===== src/common/wdog_pkg.sv =====
// package for the watchdog supervisor: states, timing counts, defaults, carriers
// assumes a 250 MHz device clock and a synchronous host interface on plain ports
// Function
// - up-counting timer expires when count reaches duration chosen by 4-bit code
// - refresh-pending flag is set whenever the timer starts counting
// - refresh write while the pending flag is set refreshes and restarts the timer; the flag stays set
// - timer held reset while off; counting waits for host reset release
// - period is two to the power of the code, in milliseconds
// - changing duration code while on resets the timer
// - successful refresh before expiry decrements the expiry counter by one
// - expiry without refresh restarts timer and adds two to expiry counter
// - expiry counter equal to expiry limit starts a watchdog event
// - expiry limit of two or less starts an event on first expiry
// - window mode accepts refresh only in second half; first half is failure
// - enable bit gates timer; changes need secure write when secure mode on
// - standby enable decides standby running; secure write needed when secure
// - host reset output stays released for a whole soft reset
// - soft reset reloads only the listed subset of defaults
// - per regulator keep-config bit chooses default reload or unchanged state
// - sequenced regulators return to default; unsequenced unbypassed ones turn off
// - after outputs settle wait 30 us, return to run, interrupt if unmasked
// - hard reset powers all down and asserts host reset in sequence
// - after power down wait 30 us, full reload, power up unless fail pin low
// - event counter increments per event; reaching limit goes to fail-safe
// - event counter cleared in ST_OFF and by an event-clear write; host should clear it when possible
// - internal events force hard reset; external input follows its reset type
`default_nettype none
package wdog_pkg;
  localparam int CLK_MHZ = 250;
  localparam int TICK_MS_US = 1000;
  localparam int TICK_CYCLES = TICK_MS_US * CLK_MHZ;
  localparam int SETTLE_US = 30;
  localparam int SETTLE_CYCLES = SETTLE_US * CLK_MHZ;
  localparam int TIMER_W = 16;
  localparam logic [3:0] DEF_DURATION_RST = 4'h0;
  localparam logic [2:0] EXPIRE_ADD = 3'h2;
  localparam logic [2:0] EXPIRE_SUB = 3'h1;
  localparam logic [2:0] EXPIRE_FIRST_MAX = 3'h2;
  localparam logic [3:0] EVENT_CLEAR = 4'h0;

  typedef enum {
    ST_OFF,
    ST_PWRUP,
    ST_RUN,
    ST_SOFT,
    ST_SOFT_WAIT,
    ST_HARD_DOWN,
    ST_HARD_WAIT,
    ST_FAILSAFE
  } sup_state_e;

  // watchdog configuration fields reloaded from defaults
  typedef struct packed {
    logic timer_en;
    logic standby_en;
    logic [3:0] duration;
  } wd_cfg_s;
endpackage
`default_nettype wire


===== src/rtl/wdog_delay.sv =====
// one-shot settle delay: start pulse, done pulse after DLY cycles
// assumes start is a single-cycle pulse
`timescale 1ns/1ps
`default_nettype none
module wdog_delay #(
  parameter int DLY = wdog_pkg::SETTLE_CYCLES
) (
  input wire logic clk,
  input wire logic rst_n,
  input wire logic start,
  output logic done
);
  localparam int CW = $clog2(DLY + 1);
  logic [CW-1:0] cnt_r;
  logic [CW-1:0] cnt_nxt;
  logic done_nxt;
  if (DLY < 1)
  begin
    $error("delay below one cycle");
  end
  always_comb
  begin
    cnt_nxt = cnt_r;
    done_nxt = 1'b0;
    if (start)
    begin
      cnt_nxt = CW'(DLY);
    end
    else if (cnt_r != '0)
    begin
      cnt_nxt = cnt_r - 1'b1;
      done_nxt = (cnt_r == CW'(1));
    end
  end
  always_ff @(posedge clk or negedge rst_n)
  begin
    if (!rst_n)
    begin
      cnt_r <= '0;
      done <= 1'b0;
    end
    else
    begin
      cnt_r <= cnt_nxt;
      done <= done_nxt;
    end
  end
endmodule
`default_nettype wire


===== src/rtl/wdog_supervisor.sv =====
// watchdog supervisor: timer, expiry and event counters, soft/hard reset sequencing
// assumes host accesses arrive as synchronous strobes; the power sequencer answers with done pulses
`timescale 1ns/1ps
`default_nettype none
module wdog_supervisor #(
  parameter int NREG = 4,
  parameter int TICK_DIV = wdog_pkg::TICK_CYCLES,
  parameter int SETTLE_DIV = wdog_pkg::SETTLE_CYCLES
) (
  input wire logic CLOCK,
  input wire logic RESET_N,
  input wire logic POWER_ON_REQ,
  input wire logic STANDBY_ACTIVE,
  input wire logic SECURE_MODE,
  input wire logic CFG_WRITE,
  input wire logic CFG_SECURE,
  input wire wdog_pkg::wd_cfg_s CFG_DATA,
  input wire wdog_pkg::wd_cfg_s DEFAULT_CFG,
  input wire logic WINDOWED_REFRESH_SELECT,
  input wire logic [2:0] EXPIRY_LIMIT,
  input wire logic [3:0] EVENT_LIMIT,
  input wire logic REFRESH_WRITE,
  input wire logic EVENT_CLEAR_WRITE,
  input wire logic EXTERNAL_WATCHDOG_INPUT,
  input wire logic EXTERNAL_INPUT_RESET_TYPE,
  input wire logic EXTERNAL_FAIL_PIN_N,
  input wire logic WDOG_INT_MASK,
  input wire logic INT_ACK,
  input wire logic [NREG-1:0] REGULATOR_KEEP_CONFIG,
  input wire logic [NREG-1:0] REGULATOR_IN_SEQ,
  input wire logic POWER_UP_DONE,
  input wire logic POWER_DOWN_DONE,
  input wire logic OUTPUTS_SETTLED,
  output logic HOST_RESET_OUTPUT_N,
  output logic INTERRUPT_OUTPUT_N,
  output logic WATCHDOG_INTERRUPT_FLAG,
  output logic REFRESH_PENDING_FLAG,
  output logic [2:0] EXPIRY_COUNTER,
  output logic [3:0] EVENT_COUNTER,
  output wdog_pkg::wd_cfg_s WD_CFG,
  output logic [NREG-1:0] REGULATOR_RELOAD,
  output logic [NREG-1:0] REGULATOR_OFF,
  output logic SOFT_RELOAD,
  output logic FULL_RELOAD,
  output logic POWER_DOWN_REQ,
  output logic POWER_UP_REQ,
  output logic FAILSAFE
);
  if (NREG < 1)
  begin
    $error("need at least one regulator");
  end

  wdog_pkg::sup_state_e state_r, state_nxt;
  logic [wdog_pkg::TIMER_W-1:0] timer_r, timer_nxt;
  logic pend_r, pend_nxt;
  logic [2:0] exp_r, exp_nxt;
  logic [3:0] evt_r, evt_nxt;
  wdog_pkg::wd_cfg_s cfg_r, cfg_nxt;
  logic rst_out_r, rst_out_nxt;
  logic intf_r, intf_nxt;
  logic [NREG-1:0] reload_r, reload_nxt, off_r, off_nxt;
  logic soft_r, soft_nxt, full_r, full_nxt, pdn_r, pdn_nxt, pup_r, pup_nxt, fs_r, fs_nxt;
  logic tick, settle_start, settle_done, tick_clear;
  logic running, expired, half, wd_event, ext_event;
  logic [wdog_pkg::TIMER_W:0] period;

  wdog_tick #(.DIV(TICK_DIV)) u_tick (
    .clk(CLOCK),
    .rst_n(RESET_N),
    .clear(tick_clear),
    .tick(tick)
  );

  wdog_delay #(.DLY(SETTLE_DIV)) u_settle (
    .clk(CLOCK),
    .rst_n(RESET_N),
    .start(settle_start),
    .done(settle_done)
  );

  // period in ms is two to the code
  assign period = (wdog_pkg::TIMER_W + 1)'(1) << cfg_r.duration;
  assign running = (state_r == wdog_pkg::ST_RUN) && !rst_out_r && cfg_r.timer_en
                   && (!STANDBY_ACTIVE || cfg_r.standby_en);
  assign expired = running && tick && ({1'b0, timer_r} + 1'b1 >= period);
  assign half = ({timer_r, 1'b0} >= period);
  assign ext_event = (state_r == wdog_pkg::ST_RUN) && !EXTERNAL_WATCHDOG_INPUT;

  always_comb
  begin
    state_nxt = state_r;
    timer_nxt = timer_r;
    pend_nxt = pend_r;
    exp_nxt = exp_r;
    evt_nxt = evt_r;
    cfg_nxt = cfg_r;
    rst_out_nxt = rst_out_r;
    intf_nxt = intf_r && !INT_ACK;
    reload_nxt = '0;
    off_nxt = off_r;
    soft_nxt = 1'b0;
    full_nxt = 1'b0;
    pdn_nxt = 1'b0;
    pup_nxt = 1'b0;
    fs_nxt = fs_r;
    settle_start = 1'b0;
    tick_clear = 1'b0;
    wd_event = 1'b0;

    // secured configuration writes
    if (CFG_WRITE && (!SECURE_MODE || CFG_SECURE))
    begin
      cfg_nxt = CFG_DATA;
      if (CFG_DATA.duration != cfg_r.duration && state_r == wdog_pkg::ST_RUN)
      begin
        timer_nxt = '0;
        tick_clear = 1'b1;
        pend_nxt = 1'b1;
      end
    end

    if (EVENT_CLEAR_WRITE)
    begin
      evt_nxt = wdog_pkg::EVENT_CLEAR;
    end

    if (running)
    begin
      if (REFRESH_WRITE && pend_r)
      begin
        timer_nxt = '0;
        tick_clear = 1'b1;
        pend_nxt = 1'b1;
        if (!WINDOWED_REFRESH_SELECT || half)
        begin
          if (exp_r != '0)
          begin
            exp_nxt = exp_r - wdog_pkg::EXPIRE_SUB;
          end
        end
        else
        begin
          exp_nxt = exp_r + wdog_pkg::EXPIRE_ADD;
          wd_event = (EXPIRY_LIMIT <= wdog_pkg::EXPIRE_FIRST_MAX) || (exp_nxt == EXPIRY_LIMIT);
        end
      end
      else if (expired)
      begin
        timer_nxt = '0;
        pend_nxt = 1'b1;
        exp_nxt = exp_r + wdog_pkg::EXPIRE_ADD;
        wd_event = (EXPIRY_LIMIT <= wdog_pkg::EXPIRE_FIRST_MAX)
                   || (exp_nxt == EXPIRY_LIMIT);
      end
      else if (tick)
      begin
        timer_nxt = timer_r + 1'b1;
      end
    end

    unique case (state_r)
      wdog_pkg::ST_OFF:
      begin
        timer_nxt = '0;
        evt_nxt = wdog_pkg::EVENT_CLEAR;
        exp_nxt = '0;
        rst_out_nxt = 1'b1;
        if (POWER_ON_REQ && EXTERNAL_FAIL_PIN_N)
        begin
          pup_nxt = 1'b1;
          state_nxt = wdog_pkg::ST_PWRUP;
        end
      end
      wdog_pkg::ST_PWRUP:
      begin
        if (POWER_UP_DONE)
        begin
          rst_out_nxt = 1'b0;
          off_nxt = '0;
          timer_nxt = '0;
          tick_clear = 1'b1;
          pend_nxt = 1'b1;
          state_nxt = wdog_pkg::ST_RUN;
        end
      end
      wdog_pkg::ST_RUN:
      begin
        if (wd_event || ext_event)
        begin
          evt_nxt = evt_r + 1'b1;
          timer_nxt = '0;
          if (evt_r + 1'b1 == EVENT_LIMIT)
          begin
            fs_nxt = 1'b1;
            pdn_nxt = 1'b1;
            state_nxt = wdog_pkg::ST_FAILSAFE;
          end
          else if (ext_event && !wd_event && !EXTERNAL_INPUT_RESET_TYPE)
          begin
            soft_nxt = 1'b1;
            cfg_nxt = DEFAULT_CFG;
            reload_nxt = ~REGULATOR_KEEP_CONFIG & REGULATOR_IN_SEQ;
            off_nxt = ~REGULATOR_KEEP_CONFIG & ~REGULATOR_IN_SEQ;
            state_nxt = wdog_pkg::ST_SOFT;
          end
          else
          begin
            pdn_nxt = 1'b1;
            state_nxt = wdog_pkg::ST_HARD_DOWN;
          end
        end
      end
      wdog_pkg::ST_SOFT:
      begin
        rst_out_nxt = 1'b0;
        if (OUTPUTS_SETTLED)
        begin
          settle_start = 1'b1;
          state_nxt = wdog_pkg::ST_SOFT_WAIT;
        end
      end
      wdog_pkg::ST_SOFT_WAIT:
      begin
        rst_out_nxt = 1'b0;
        if (settle_done)
        begin
          intf_nxt = 1'b1;
          timer_nxt = '0;
          tick_clear = 1'b1;
          pend_nxt = 1'b1;
          state_nxt = wdog_pkg::ST_RUN;
        end
      end
      wdog_pkg::ST_HARD_DOWN:
      begin
        rst_out_nxt = 1'b1;
        off_nxt = '1;
        if (POWER_DOWN_DONE)
        begin
          settle_start = 1'b1;
          state_nxt = wdog_pkg::ST_HARD_WAIT;
        end
      end
      wdog_pkg::ST_HARD_WAIT:
      begin
        if (settle_done)
        begin
          full_nxt = 1'b1;
          cfg_nxt = DEFAULT_CFG;
          exp_nxt = '0;
          state_nxt = wdog_pkg::ST_OFF;
        end
      end
      wdog_pkg::ST_FAILSAFE:
      begin
        rst_out_nxt = 1'b1;
        off_nxt = '1;
      end
    endcase
  end

  always_ff @(posedge CLOCK or negedge RESET_N)
  begin
    if (!RESET_N)
    begin
      state_r <= wdog_pkg::ST_OFF;
      timer_r <= '0;
      pend_r <= 1'b0;
      exp_r <= '0;
      evt_r <= wdog_pkg::EVENT_CLEAR;
      cfg_r <= '{timer_en: 1'b0, standby_en: 1'b0, duration: wdog_pkg::DEF_DURATION_RST};
      rst_out_r <= 1'b1;
      intf_r <= 1'b0;
      reload_r <= '0;
      off_r <= '1;
      soft_r <= 1'b0;
      full_r <= 1'b0;
      pdn_r <= 1'b0;
      pup_r <= 1'b0;
      fs_r <= 1'b0;
      INTERRUPT_OUTPUT_N <= 1'b1;
    end
    else
    begin
      state_r <= state_nxt;
      timer_r <= timer_nxt;
      pend_r <= pend_nxt;
      exp_r <= exp_nxt;
      evt_r <= evt_nxt;
      cfg_r <= cfg_nxt;
      rst_out_r <= rst_out_nxt;
      intf_r <= intf_nxt;
      reload_r <= reload_nxt;
      off_r <= off_nxt;
      soft_r <= soft_nxt;
      full_r <= full_nxt;
      pdn_r <= pdn_nxt;
      pup_r <= pup_nxt;
      fs_r <= fs_nxt;
      INTERRUPT_OUTPUT_N <= !(intf_nxt && !WDOG_INT_MASK);
    end
  end

  assign HOST_RESET_OUTPUT_N = !rst_out_r;
  assign WATCHDOG_INTERRUPT_FLAG = intf_r;
  assign REFRESH_PENDING_FLAG = pend_r;
  assign EXPIRY_COUNTER = exp_r;
  assign EVENT_COUNTER = evt_r;
  assign WD_CFG = cfg_r;
  assign REGULATOR_RELOAD = reload_r;
  assign REGULATOR_OFF = off_r;
  assign SOFT_RELOAD = soft_r;
  assign FULL_RELOAD = full_r;
  assign POWER_DOWN_REQ = pdn_r;
  assign POWER_UP_REQ = pup_r;
  assign FAILSAFE = fs_r;
endmodule
`default_nettype wire


===== src/rtl/wdog_tick.sv =====
// 1 ms time base divider
// assumes CLOCK at the package rate; clear restarts the phase
`timescale 1ns/1ps
`default_nettype none
module wdog_tick #(
  parameter int DIV = wdog_pkg::TICK_CYCLES
) (
  input wire logic clk,
  input wire logic rst_n,
  input wire logic clear,
  output logic tick
);
  localparam int CW = $clog2(DIV);
  logic [CW-1:0] cnt_r;
  logic [CW-1:0] cnt_nxt;
  logic tick_nxt;
  if (DIV < 2)
  begin
    $error("tick divider below 2");
  end
  always_comb
  begin
    tick_nxt = 1'b0;
    cnt_nxt = cnt_r + 1'b1;
    if (clear)
    begin
      cnt_nxt = '0;
    end
    else if (cnt_r == CW'(DIV - 1))
    begin
      cnt_nxt = '0;
      tick_nxt = 1'b1;
    end
  end
  always_ff @(posedge clk or negedge rst_n)
  begin
    if (!rst_n)
    begin
      cnt_r <= '0;
      tick <= 1'b0;
    end
    else
    begin
      cnt_r <= cnt_nxt;
      tick <= tick_nxt;
    end
  end
endmodule
`default_nettype wire


===== config.mk =====
export PLATFORM = sky130hd
export DESIGN_NAME = wdog_supervisor
export DESIGN_NICKNAME = d
export VERILOG_FILES = /design/src/common/wdog_pkg.sv /design/src/rtl/wdog_delay.sv /design/src/rtl/wdog_supervisor.sv /design/src/rtl/wdog_tick.sv
export SDC_FILE = /design/constraint.sdc
export NUM_CORES = 1
export LEC_CHECK = 0
export BUFFER_PORTS_ARGS = -buffer_cell sky130_fd_sc_hd__buf_4
export CAP_MARGIN = 20
export CORE_MARGIN = 5
export CORE_UTILIZATION = 43
export CTS_CLUSTER_DIAMETER = 120
export DETAILED_ROUTE_END_ITERATION = 12
export PLACE_DENSITY_LB_ADDON = 0.12
export SETUP_SLACK_MARGIN = 0.02
export SKIP_LAST_GASP = 1
export SYNTH_ARGS = -nofsm -noshare
export SYNTH_HDL_FRONTEND = slang
export SYNTH_SLANG_ARGS = --single-unit

===== constraint.sdc =====
create_clock -name CLOCK -period 8.64 [get_ports CLOCK]
set_input_delay 1.296 -clock CLOCK [delete_from_list [all_inputs] [get_ports CLOCK]]
set_output_delay 1.296 -clock CLOCK [all_outputs]
set_load 0.03 [all_outputs]

==> results of run 1 <==
[cell type report]
class                   count  area share [%]
clock inverters             4           1.149
inverters                  31           1.752
clock buffers              12           3.711
repair buffers             76           8.891
multi-input cells         522           50.25
well taps                 172           3.240
flip-flops and latches     82           31.00
[path summary, 6_finish.rpt]
| path | end | slack, ns | startpoint | depth (start not counted) |
|---|---|---|---|---|
| setup reg to reg | REGULATOR_OFF[1] | 3.93 | timer_r[2] | 15 |
| hold reg to reg | u_tick.cnt_r[0] | 0.48 | u_tick.cnt_r[0] | 1 |
| min in group asynchronous | timer_r[4] | 0.89 | RESET_N | 1 |
| setup / recovery | REGULATOR_OFF[1] | 3.93 | timer_r[2] | 15 |
| hold / removal | u_tick.cnt_r[0] | 0.48 | u_tick.cnt_r[0] | 1 |
| max in group asynchronous | INTERRUPT_OUTPUT_N | 7.09 | RESET_N | 2 |
[power groups by stage]
stage	logic, W	clock network (W)	registers (W)
final	0.0000755	0.000418	0.000414
after global placement	0.0000725	0	0.000421
after detailed placement	0.0000746	0	0.000421
after CTS	0.0000750	0.000429	0.000414
after floorplan	0.0000381	0	0.000418
after global routing	0.0000851	0.000447	0.000417
[cell usage in the layout, fill, tap and decap left out, types with 10 or more instances in the layout]
cell,netlist,final
nand4_1,15,15
nor3_1,13,13
ha_1,38,38
o21ai_0,35,35
o211ai_1,10,10
inv_1,31,31
nor2_1,91,91
a21oi_1,46,46
dfrtp_1,76,76
nor4_1,12,12
xor2_1,27,27
or3_1,17,17
nand2_1,49,49
buf_4,1,75
xnor2_1,22,22
nand3_1,39,39
[layer usage]
layer | global-route usage [%] | share of wire [%] | vias up
li1 | - | - | 2469
met5 | 0 | 0 | -
met2 | 29.36 | 47 | 125
met1 | 25.73 | 47 | 2402
met4 | 4.513 | 1.1 | 0
met3 | 4.503 | 4.5 | 15
[Yosys cell counts, drive strengths merged (2+ instances only)]
cell type / n
nand4: 16
o211ai: 16
and2: 7
o21a: 2
mux2i: 7
dfrtp: 76
ha: 38
o22ai: 2
nor4b: 4
nand2: 49
nor4: 13
o21ai: 37
nor3b: 6
nand3: 39
buf: 7
nor3: 13
o31ai: 6
or2: 2
dfstp: 6
clkbuf: 22
a22oi: 3
a211oi: 5
a21oi: 46
nor2: 91
or3: 17
a21o: 5
nor2b: 9
inv: 31
o31a: 3
xor2: 27
nand2b: 9
and3: 6
xnor2: 22
a31oi: 3
a21boi: 3
[through the flow]
stage	area [um2]	cells	hold slack, ns	power, W	setup WS (ns)
floorplan	5639	664	0.4479	0.0004564	4.808
global placement	6292	882	0.4730	0.0004935	4.307
detailed placement	6292	882	0.4759	0.0004956	4.048
CTS	6615	898	0.4846	0.0009188	3.965
global route	6643	899	0.5088	0.0009493	3.650
finish	6643	899	0.4790	0.0009075	3.931
[logic make-up after synthesis]
logic type      Yosys count  synth area share (%)
mux                       7                 1.243
flops                    82                 36.52
xor+xnor                 49                 7.610
compound gates          140                 16.02
buf+inv                  60                 4.282
fa+ha+maj                38                 8.431
simple gates            288                 25.89
[sequential cells by signal, summed over array words and instances, names as in the netlist, 4 cells and up]
name,count
u_tick.cnt_r,18
REGULATOR_OFF,4
EVENT_COUNTER,4
REGULATOR_RELOAD,4
u_settle.cnt_r,13
timer_r,16
WD_CFG,6
[critical path: stages (launching register included)]
cell,delay [ns]
dfrtp_1,0.48
nand3_1,0.24
nor4_2,0.58
nand3_1,0.24
nor2_1,0.36
nand3_1,0.17
xnor2_1,0.16
ha_1,0.30
nand3_1,0.12
nor3_1,0.24
o31ai_1,0.13
nor4b_4,0.17
a2111oi_4,0.34
buf_4,0.28
or2_1,0.57
o211ai_1,0.20
==> flow_metrics.py, run 1 <==
metrics = {
    "sta": {
        "period_needed_ns": 4.709,
        "setup_viol": 0,
        "finalHoldViolCount": 0,
        "slew_headroom_pct": 41.00,
        "setup_tns_ns": 0,
        "maxSlewViolCount": 0,
        "tightest_slew_ns": 0.8831,
        "fmax_mhz": 212.4,
        "period_share_pct": 54.50,
        "skew_ns": 0.005774,
        "rsz0062_at_grt": "false",
    },
    "synth": {
        "synthFlopType": "dfrtp_1",
        "synthesis.area_mm2": 0.005639,
        "synthCells": 664,
        "yosysWarnings": 0,
        "synthDistinctLibCells": 62,
        "synth_top_area_cell": "dfrtp_1",
        "ys_ff_latch": 82,
        "syn_nets": 747,
        "synth_area_leaders": "dfrtp_1, ha_1, nor2_1, xor2_1, a21oi_1",
        "ys_async_sr_fraction_pct": 100.0,
        "yosysSeqAreaShare_pct": 36.52,
        "synth_edf_count": 0,
        "netlist.area_leader.share_pct": 33.73,
        "synth_area_per_cell_um2": 8.493,
    },
    "global_routing": {
        "grt_first_pass_wirelength_um": 24090,
        "track_usage_pct": 18.59,
        "grt_max_degree": 83,
        "grt_overflow": 0,
        "grt_pass1_vias": 4852,
        "antenna_found_initial": 0,
    },
    "setup_path": {
        "end_kind": "register",
        "crit_path_start_kind": "register",
        "cp_max_fo": 19,
        "crit_required_ns": 8.88,
        "path_class": "register to register",
        "worstPathArrival_ns": 4.95,
    },
    "clock_tree": {
        "cts_buffers": 9,
        "cts_resized": 0,
        "cts_tree": "built",
        "post_cts.repair.setup_buffers": 0,
        "cts_sinks": 82,
        "root_buffer": "clkbuf_16",
        "htreeDepth": 3,
        "cts.path.max_buffers": 2,
        "clock_latency_ns": 0.34,
        "cts.clk_slew.worst_paths_ns": 0.06,
        "cts_hold_buffers": 0,
    },
    "floorplanning": {
        "initial_core_util_pct": 44.33,
        "coreArea_mm2": 0.01272,
        "io-pin-count": 75,
        "die_h_um": 124.5,
        "row_count": 41,
        "die_w_um": 124.5,
        "dieArea_mm2": 0.01550,
    },
    "layout": {
        "fin_util_pct": 52.21,
        "num_antenna_cells": 0,
        "regArea_mm2": 0.002059,
        "multi_input_area_mm2": 0.003338,
        "syn_to_final_growth_pct": 17.79,
        "final_layout_size_suffix_gt1_share_pct": 15.13,
        "fillers": 1220,
        "nNetsFinal": 805,
    },
    "drt": {
        "vias_per_cell": 5.574,
        "drcViolationCount": 0,
        "drt_iter0_markers": 502,
        "routedWlPerCell_um": 15.73,
        "routed_wirelength_um": 14150,
        "postRouteAntennaNets": 0,
        "vias": 5011,
        "drtPass1Iterations": 5,
    },
    "placed_design": {
        "gp_congestion": 0.8618,
        "io_buffer_count": 74,
        "dp_hpwl_um": 10320,
    },
    "power_and_ir_drop": {
        "internal_power_w": 0.0006941,
        "p_clk_share_pct": 46.0,
        "p_comb_share_pct": 8.3,
        "p_leak_nw": 2.950,
        "p_sw_share_pct": 23.51,
        "seq_power_share_pct": 45.7,
        "power_density_mw_per_mm2": 136.6,
        "vdd_drop_max_v": 0.0001465,
        "switchingPower_w": 0.0002133,
    },
    "run": {
        "drv_cap": 0,
    },
    "run_status": {
        "status": "finished clean",
    },
    "min_path": {
        "min_path_type": "register to register",
    },
}
Note: power is estimated with default switching activity, not from simulation.
==> inputs of run 2 (changes only) <==
- clock period: 8.64 -> 4.4 ns (I/O delays scaled with it)
==> run 2 against run 1 <==
Effect of this change:
- hold slack got worse by 0.18 ns
- critical path depth did not move
- routed wire length rose by 2.5%
- critical path type unchanged
- largest power group is now sequential cells
==> flow_metrics.py, run 2 (synthesized netlist as in run 1, its figures left out) <==
metrics = {
    "run_status": {
        "status": "finished clean",
    },
    "power_and_ir_drop": {
        "p_clk_share_pct": 42.7,
        "internal_power_w": 0.001259,
        "power_density_mw_per_mm2": 252.2,
        "seq_power_share_pct": 48.6,
        "switchingPower_w": 0.0004175,
        "p_leak_nw": 2.961,
        "p_comb_share_pct": 8.7,
        "p_sw_share_pct": 24.90,
        "vdd_drop_max_v": 0.0002583,
    },
    "layout": {
        "largest_registers": "u_tick.cnt_r x18, timer_r x16, u_settle.cnt_r x13",
        "final_common_cell": "nor2_1",
        "final_cell_mix": "nor2_1, buf_4, dfrtp_1",
        "largest_reg_flops": 18,
        "nNetsFinal": 813,
        "num_antenna_cells": 0,
        "syn_to_final_growth_pct": 17.86,
        "final_layout_size_suffix_gt1_share_pct": 16.21,
        "design_area_mm2": 0.006646,
        "top_register": "u_tick.cnt_r",
    },
    "placed_design": {
        "post_dp_cell_area_mm2": 0.006360,
        "pre_cts_slack_ns": 0.3491,
        "io_buffer_count": 74,
        "gp_congestion": 0.8926,
        "dp_hpwl_um": 10800,
    },
    "setup_path": {
        "path_common_cell": "nand3_1",
        "critPathBufInv": 1,
        "reg2reg_from": "timer_r[2]",
        "worstPathArrival_ns": 4.18,
        "r2r_end": "REGULATOR_RELOAD[1]",
        "path_class": "register to register",
        "rrSetupSlack_ns": 0.48,
        "cp_max_fo": 8,
        "rr_worst_depth": 15,
        "cp.depth": 15,
        "crit_chain": "nand3_1, nor4_2, nand3_1, nor2_1, nand3_1, xnor2_1, ha_1, nand3_1, nor2_1, o31a_1, nor4b_4, a2111oi_4, or2_1, buf_4, nor3b_1",
        "crit_path_top_delay_cell": "dfrtp_1",
        "critPathMaxStageDelay_ns": 0.50,
        "crit_path_start_kind": "register",
        "startpoint": "timer_r[2]",
        "crit_required_ns": 4.65,
        "crit_family": "simple AND/OR/NAND/NOR gates",
        "end_kind": "register",
        "cp-endpoint": "REGULATOR_RELOAD[1]",
    },
    "clock_tree": {
        "cts_sinks": 82,
        "cts_resized": 0,
        "cts.clk_slew.worst_paths_ns": 0.06,
        "post_cts.repair.setup_buffers": 0,
        "cts_buffers": 9,
        "cts.path.max_buffers": 2,
        "cts_hold_buffers": 0,
        "root_buffer": "clkbuf_16",
        "clock_latency_ns": 0.35,
        "cts_tree": "built",
        "htreeDepth": 3,
    },
    "drt": {
        "vias": 5021,
        "postRouteAntennaNets": 0,
        "drcViolationCount": 0,
        "drtPass1Iterations": 5,
        "routed_wirelength_um": 14500,
        "drt_iter0_markers": 420,
        "vias_per_cell": 5.542,
        "routedWlPerCell_um": 16.00,
    },
    "floorplanning": {
        "row_count": 41,
        "die_h_um": 124.5,
        "initial_core_util_pct": 44.33,
        "dieArea_mm2": 0.01550,
        "io-pin-count": 75,
        "coreArea_mm2": 0.01272,
        "die_w_um": 124.5,
    },
    "global_routing": {
        "track_usage_pct": 19.09,
        "grt_first_pass_wirelength_um": 24470,
        "antenna_found_initial": 0,
        "grt_max_degree": 44,
        "grt_overflow": 0,
        "grt_pass1_vias": 4845,
    },
    "sta": {
        "finalHoldViolCount": 0,
        "period_share_pct": 89.19,
        "maxSlewViolCount": 0,
        "setup_tns_ns": 0,
        "fin_ws_ns": 0.4758,
        "setup_viol": 0,
        "slew_headroom_pct": 39.74,
        "tightest_slew_ns": 0.9020,
        "skew_ns": 0.006795,
        "fmax_mhz": 254.8,
        "rsz0062_at_grt": "false",
        "period_needed_ns": 3.924,
    },
    "min_path": {
        "min_path_type": "input port to asynchronous set/reset pin",
    },
    "run": {
        "drv_cap": 0,
    },
}
[run 2: cell types whose count changed in the layout (fill, tap and decap cells not counted)]
cell | before | now
buf_4 | 75 | 84
bufinv_16 | 2 | 0
buf_16 | 1 | 0
clkbuf_1 | 2 | 1
clkbuf_8 | 1 | 2
clkinv_4 | 1 | 2
or3_1 | 17 | 16
or3_4 | 0 | 1
[run 2: routing by layer]
layer	global-route usage [%]	up-vias	share of wire (%)
met5	0	-	0
met2	30.79	121	48
met4	5.803	0	1.5
met1	25.71	2393	46
li1	-	2490	-
met3	4.117	17	4.7
[run 2: cell type report]
cell class              instances  area [um2]
repair buffers                 84       630.6
well taps                     172       215.2
flip-flops and latches         82        2059
clock inverters                 3       25.02
inverters                      31       116.4
fillers                      1206        6076
multi-input cells             522        3343
clock buffers                  12       256.5
[run 2: how the worst min path moves through the flow]
stage                            end  cells past startpoint      from
floorplan           EVENT_COUNTER[0]                      0   RESET_N
global placement            FAILSAFE                      1  FAILSAFE
detailed placement          FAILSAFE                      1  FAILSAFE
CTS                      timer_r[12]                      1   RESET_N
global route        EVENT_COUNTER[2]                      1   RESET_N
finish                    timer_r[7]                      1   RESET_N
[run 2: worst reg2reg max path, cell delays in order (launching register included)]
cell	delay (ns)
dfrtp_1	0.50
nand3_1	0.24
nor4_2	0.39
nand3_1	0.21
nor2_1	0.19
nand3_1	0.13
xnor2_1	0.17
ha_1	0.31
nand3_1	0.13
nor2_1	0.07
o31a_1	0.14
nor4b_4	0.43
a2111oi_4	0.15
or2_1	0.36
buf_4	0.21
nor3b_1	0.22
[run 2: per-stage QoR]
| step | utilization [%] | std cells | hold slack [ns] | power, W |
|---|---|---|---|---|
| global route | 52.24 | 906 | 0.3463 | 0.001754 |
| global placement | 49.99 | 891 | 0.4746 | 0.0009699 |
| CTS | 52.20 | 906 | 0.3242 | 0.001703 |
| finish | 52.24 | 906 | 0.3031 | 0.001676 |
| detailed placement | 49.99 | 891 | 0.4793 | 0.0009750 |
| floorplan | - | 664 | 0.3644 | 0.0008962 |
[run 2: power groups by stage]
stage	clock network (W)	logic, W	registers [W]
4_1_cts	0.000741	0.000148	0.000815
3_5_place_dp	0	0.000147	0.000828
2_1_floorplan	0	0.0000747	0.000821
6_report	0.000716	0.000145	0.000815
5_1_grt	0.000770	0.000165	0.000818
3_3_place_gp	0	0.000143	0.000827
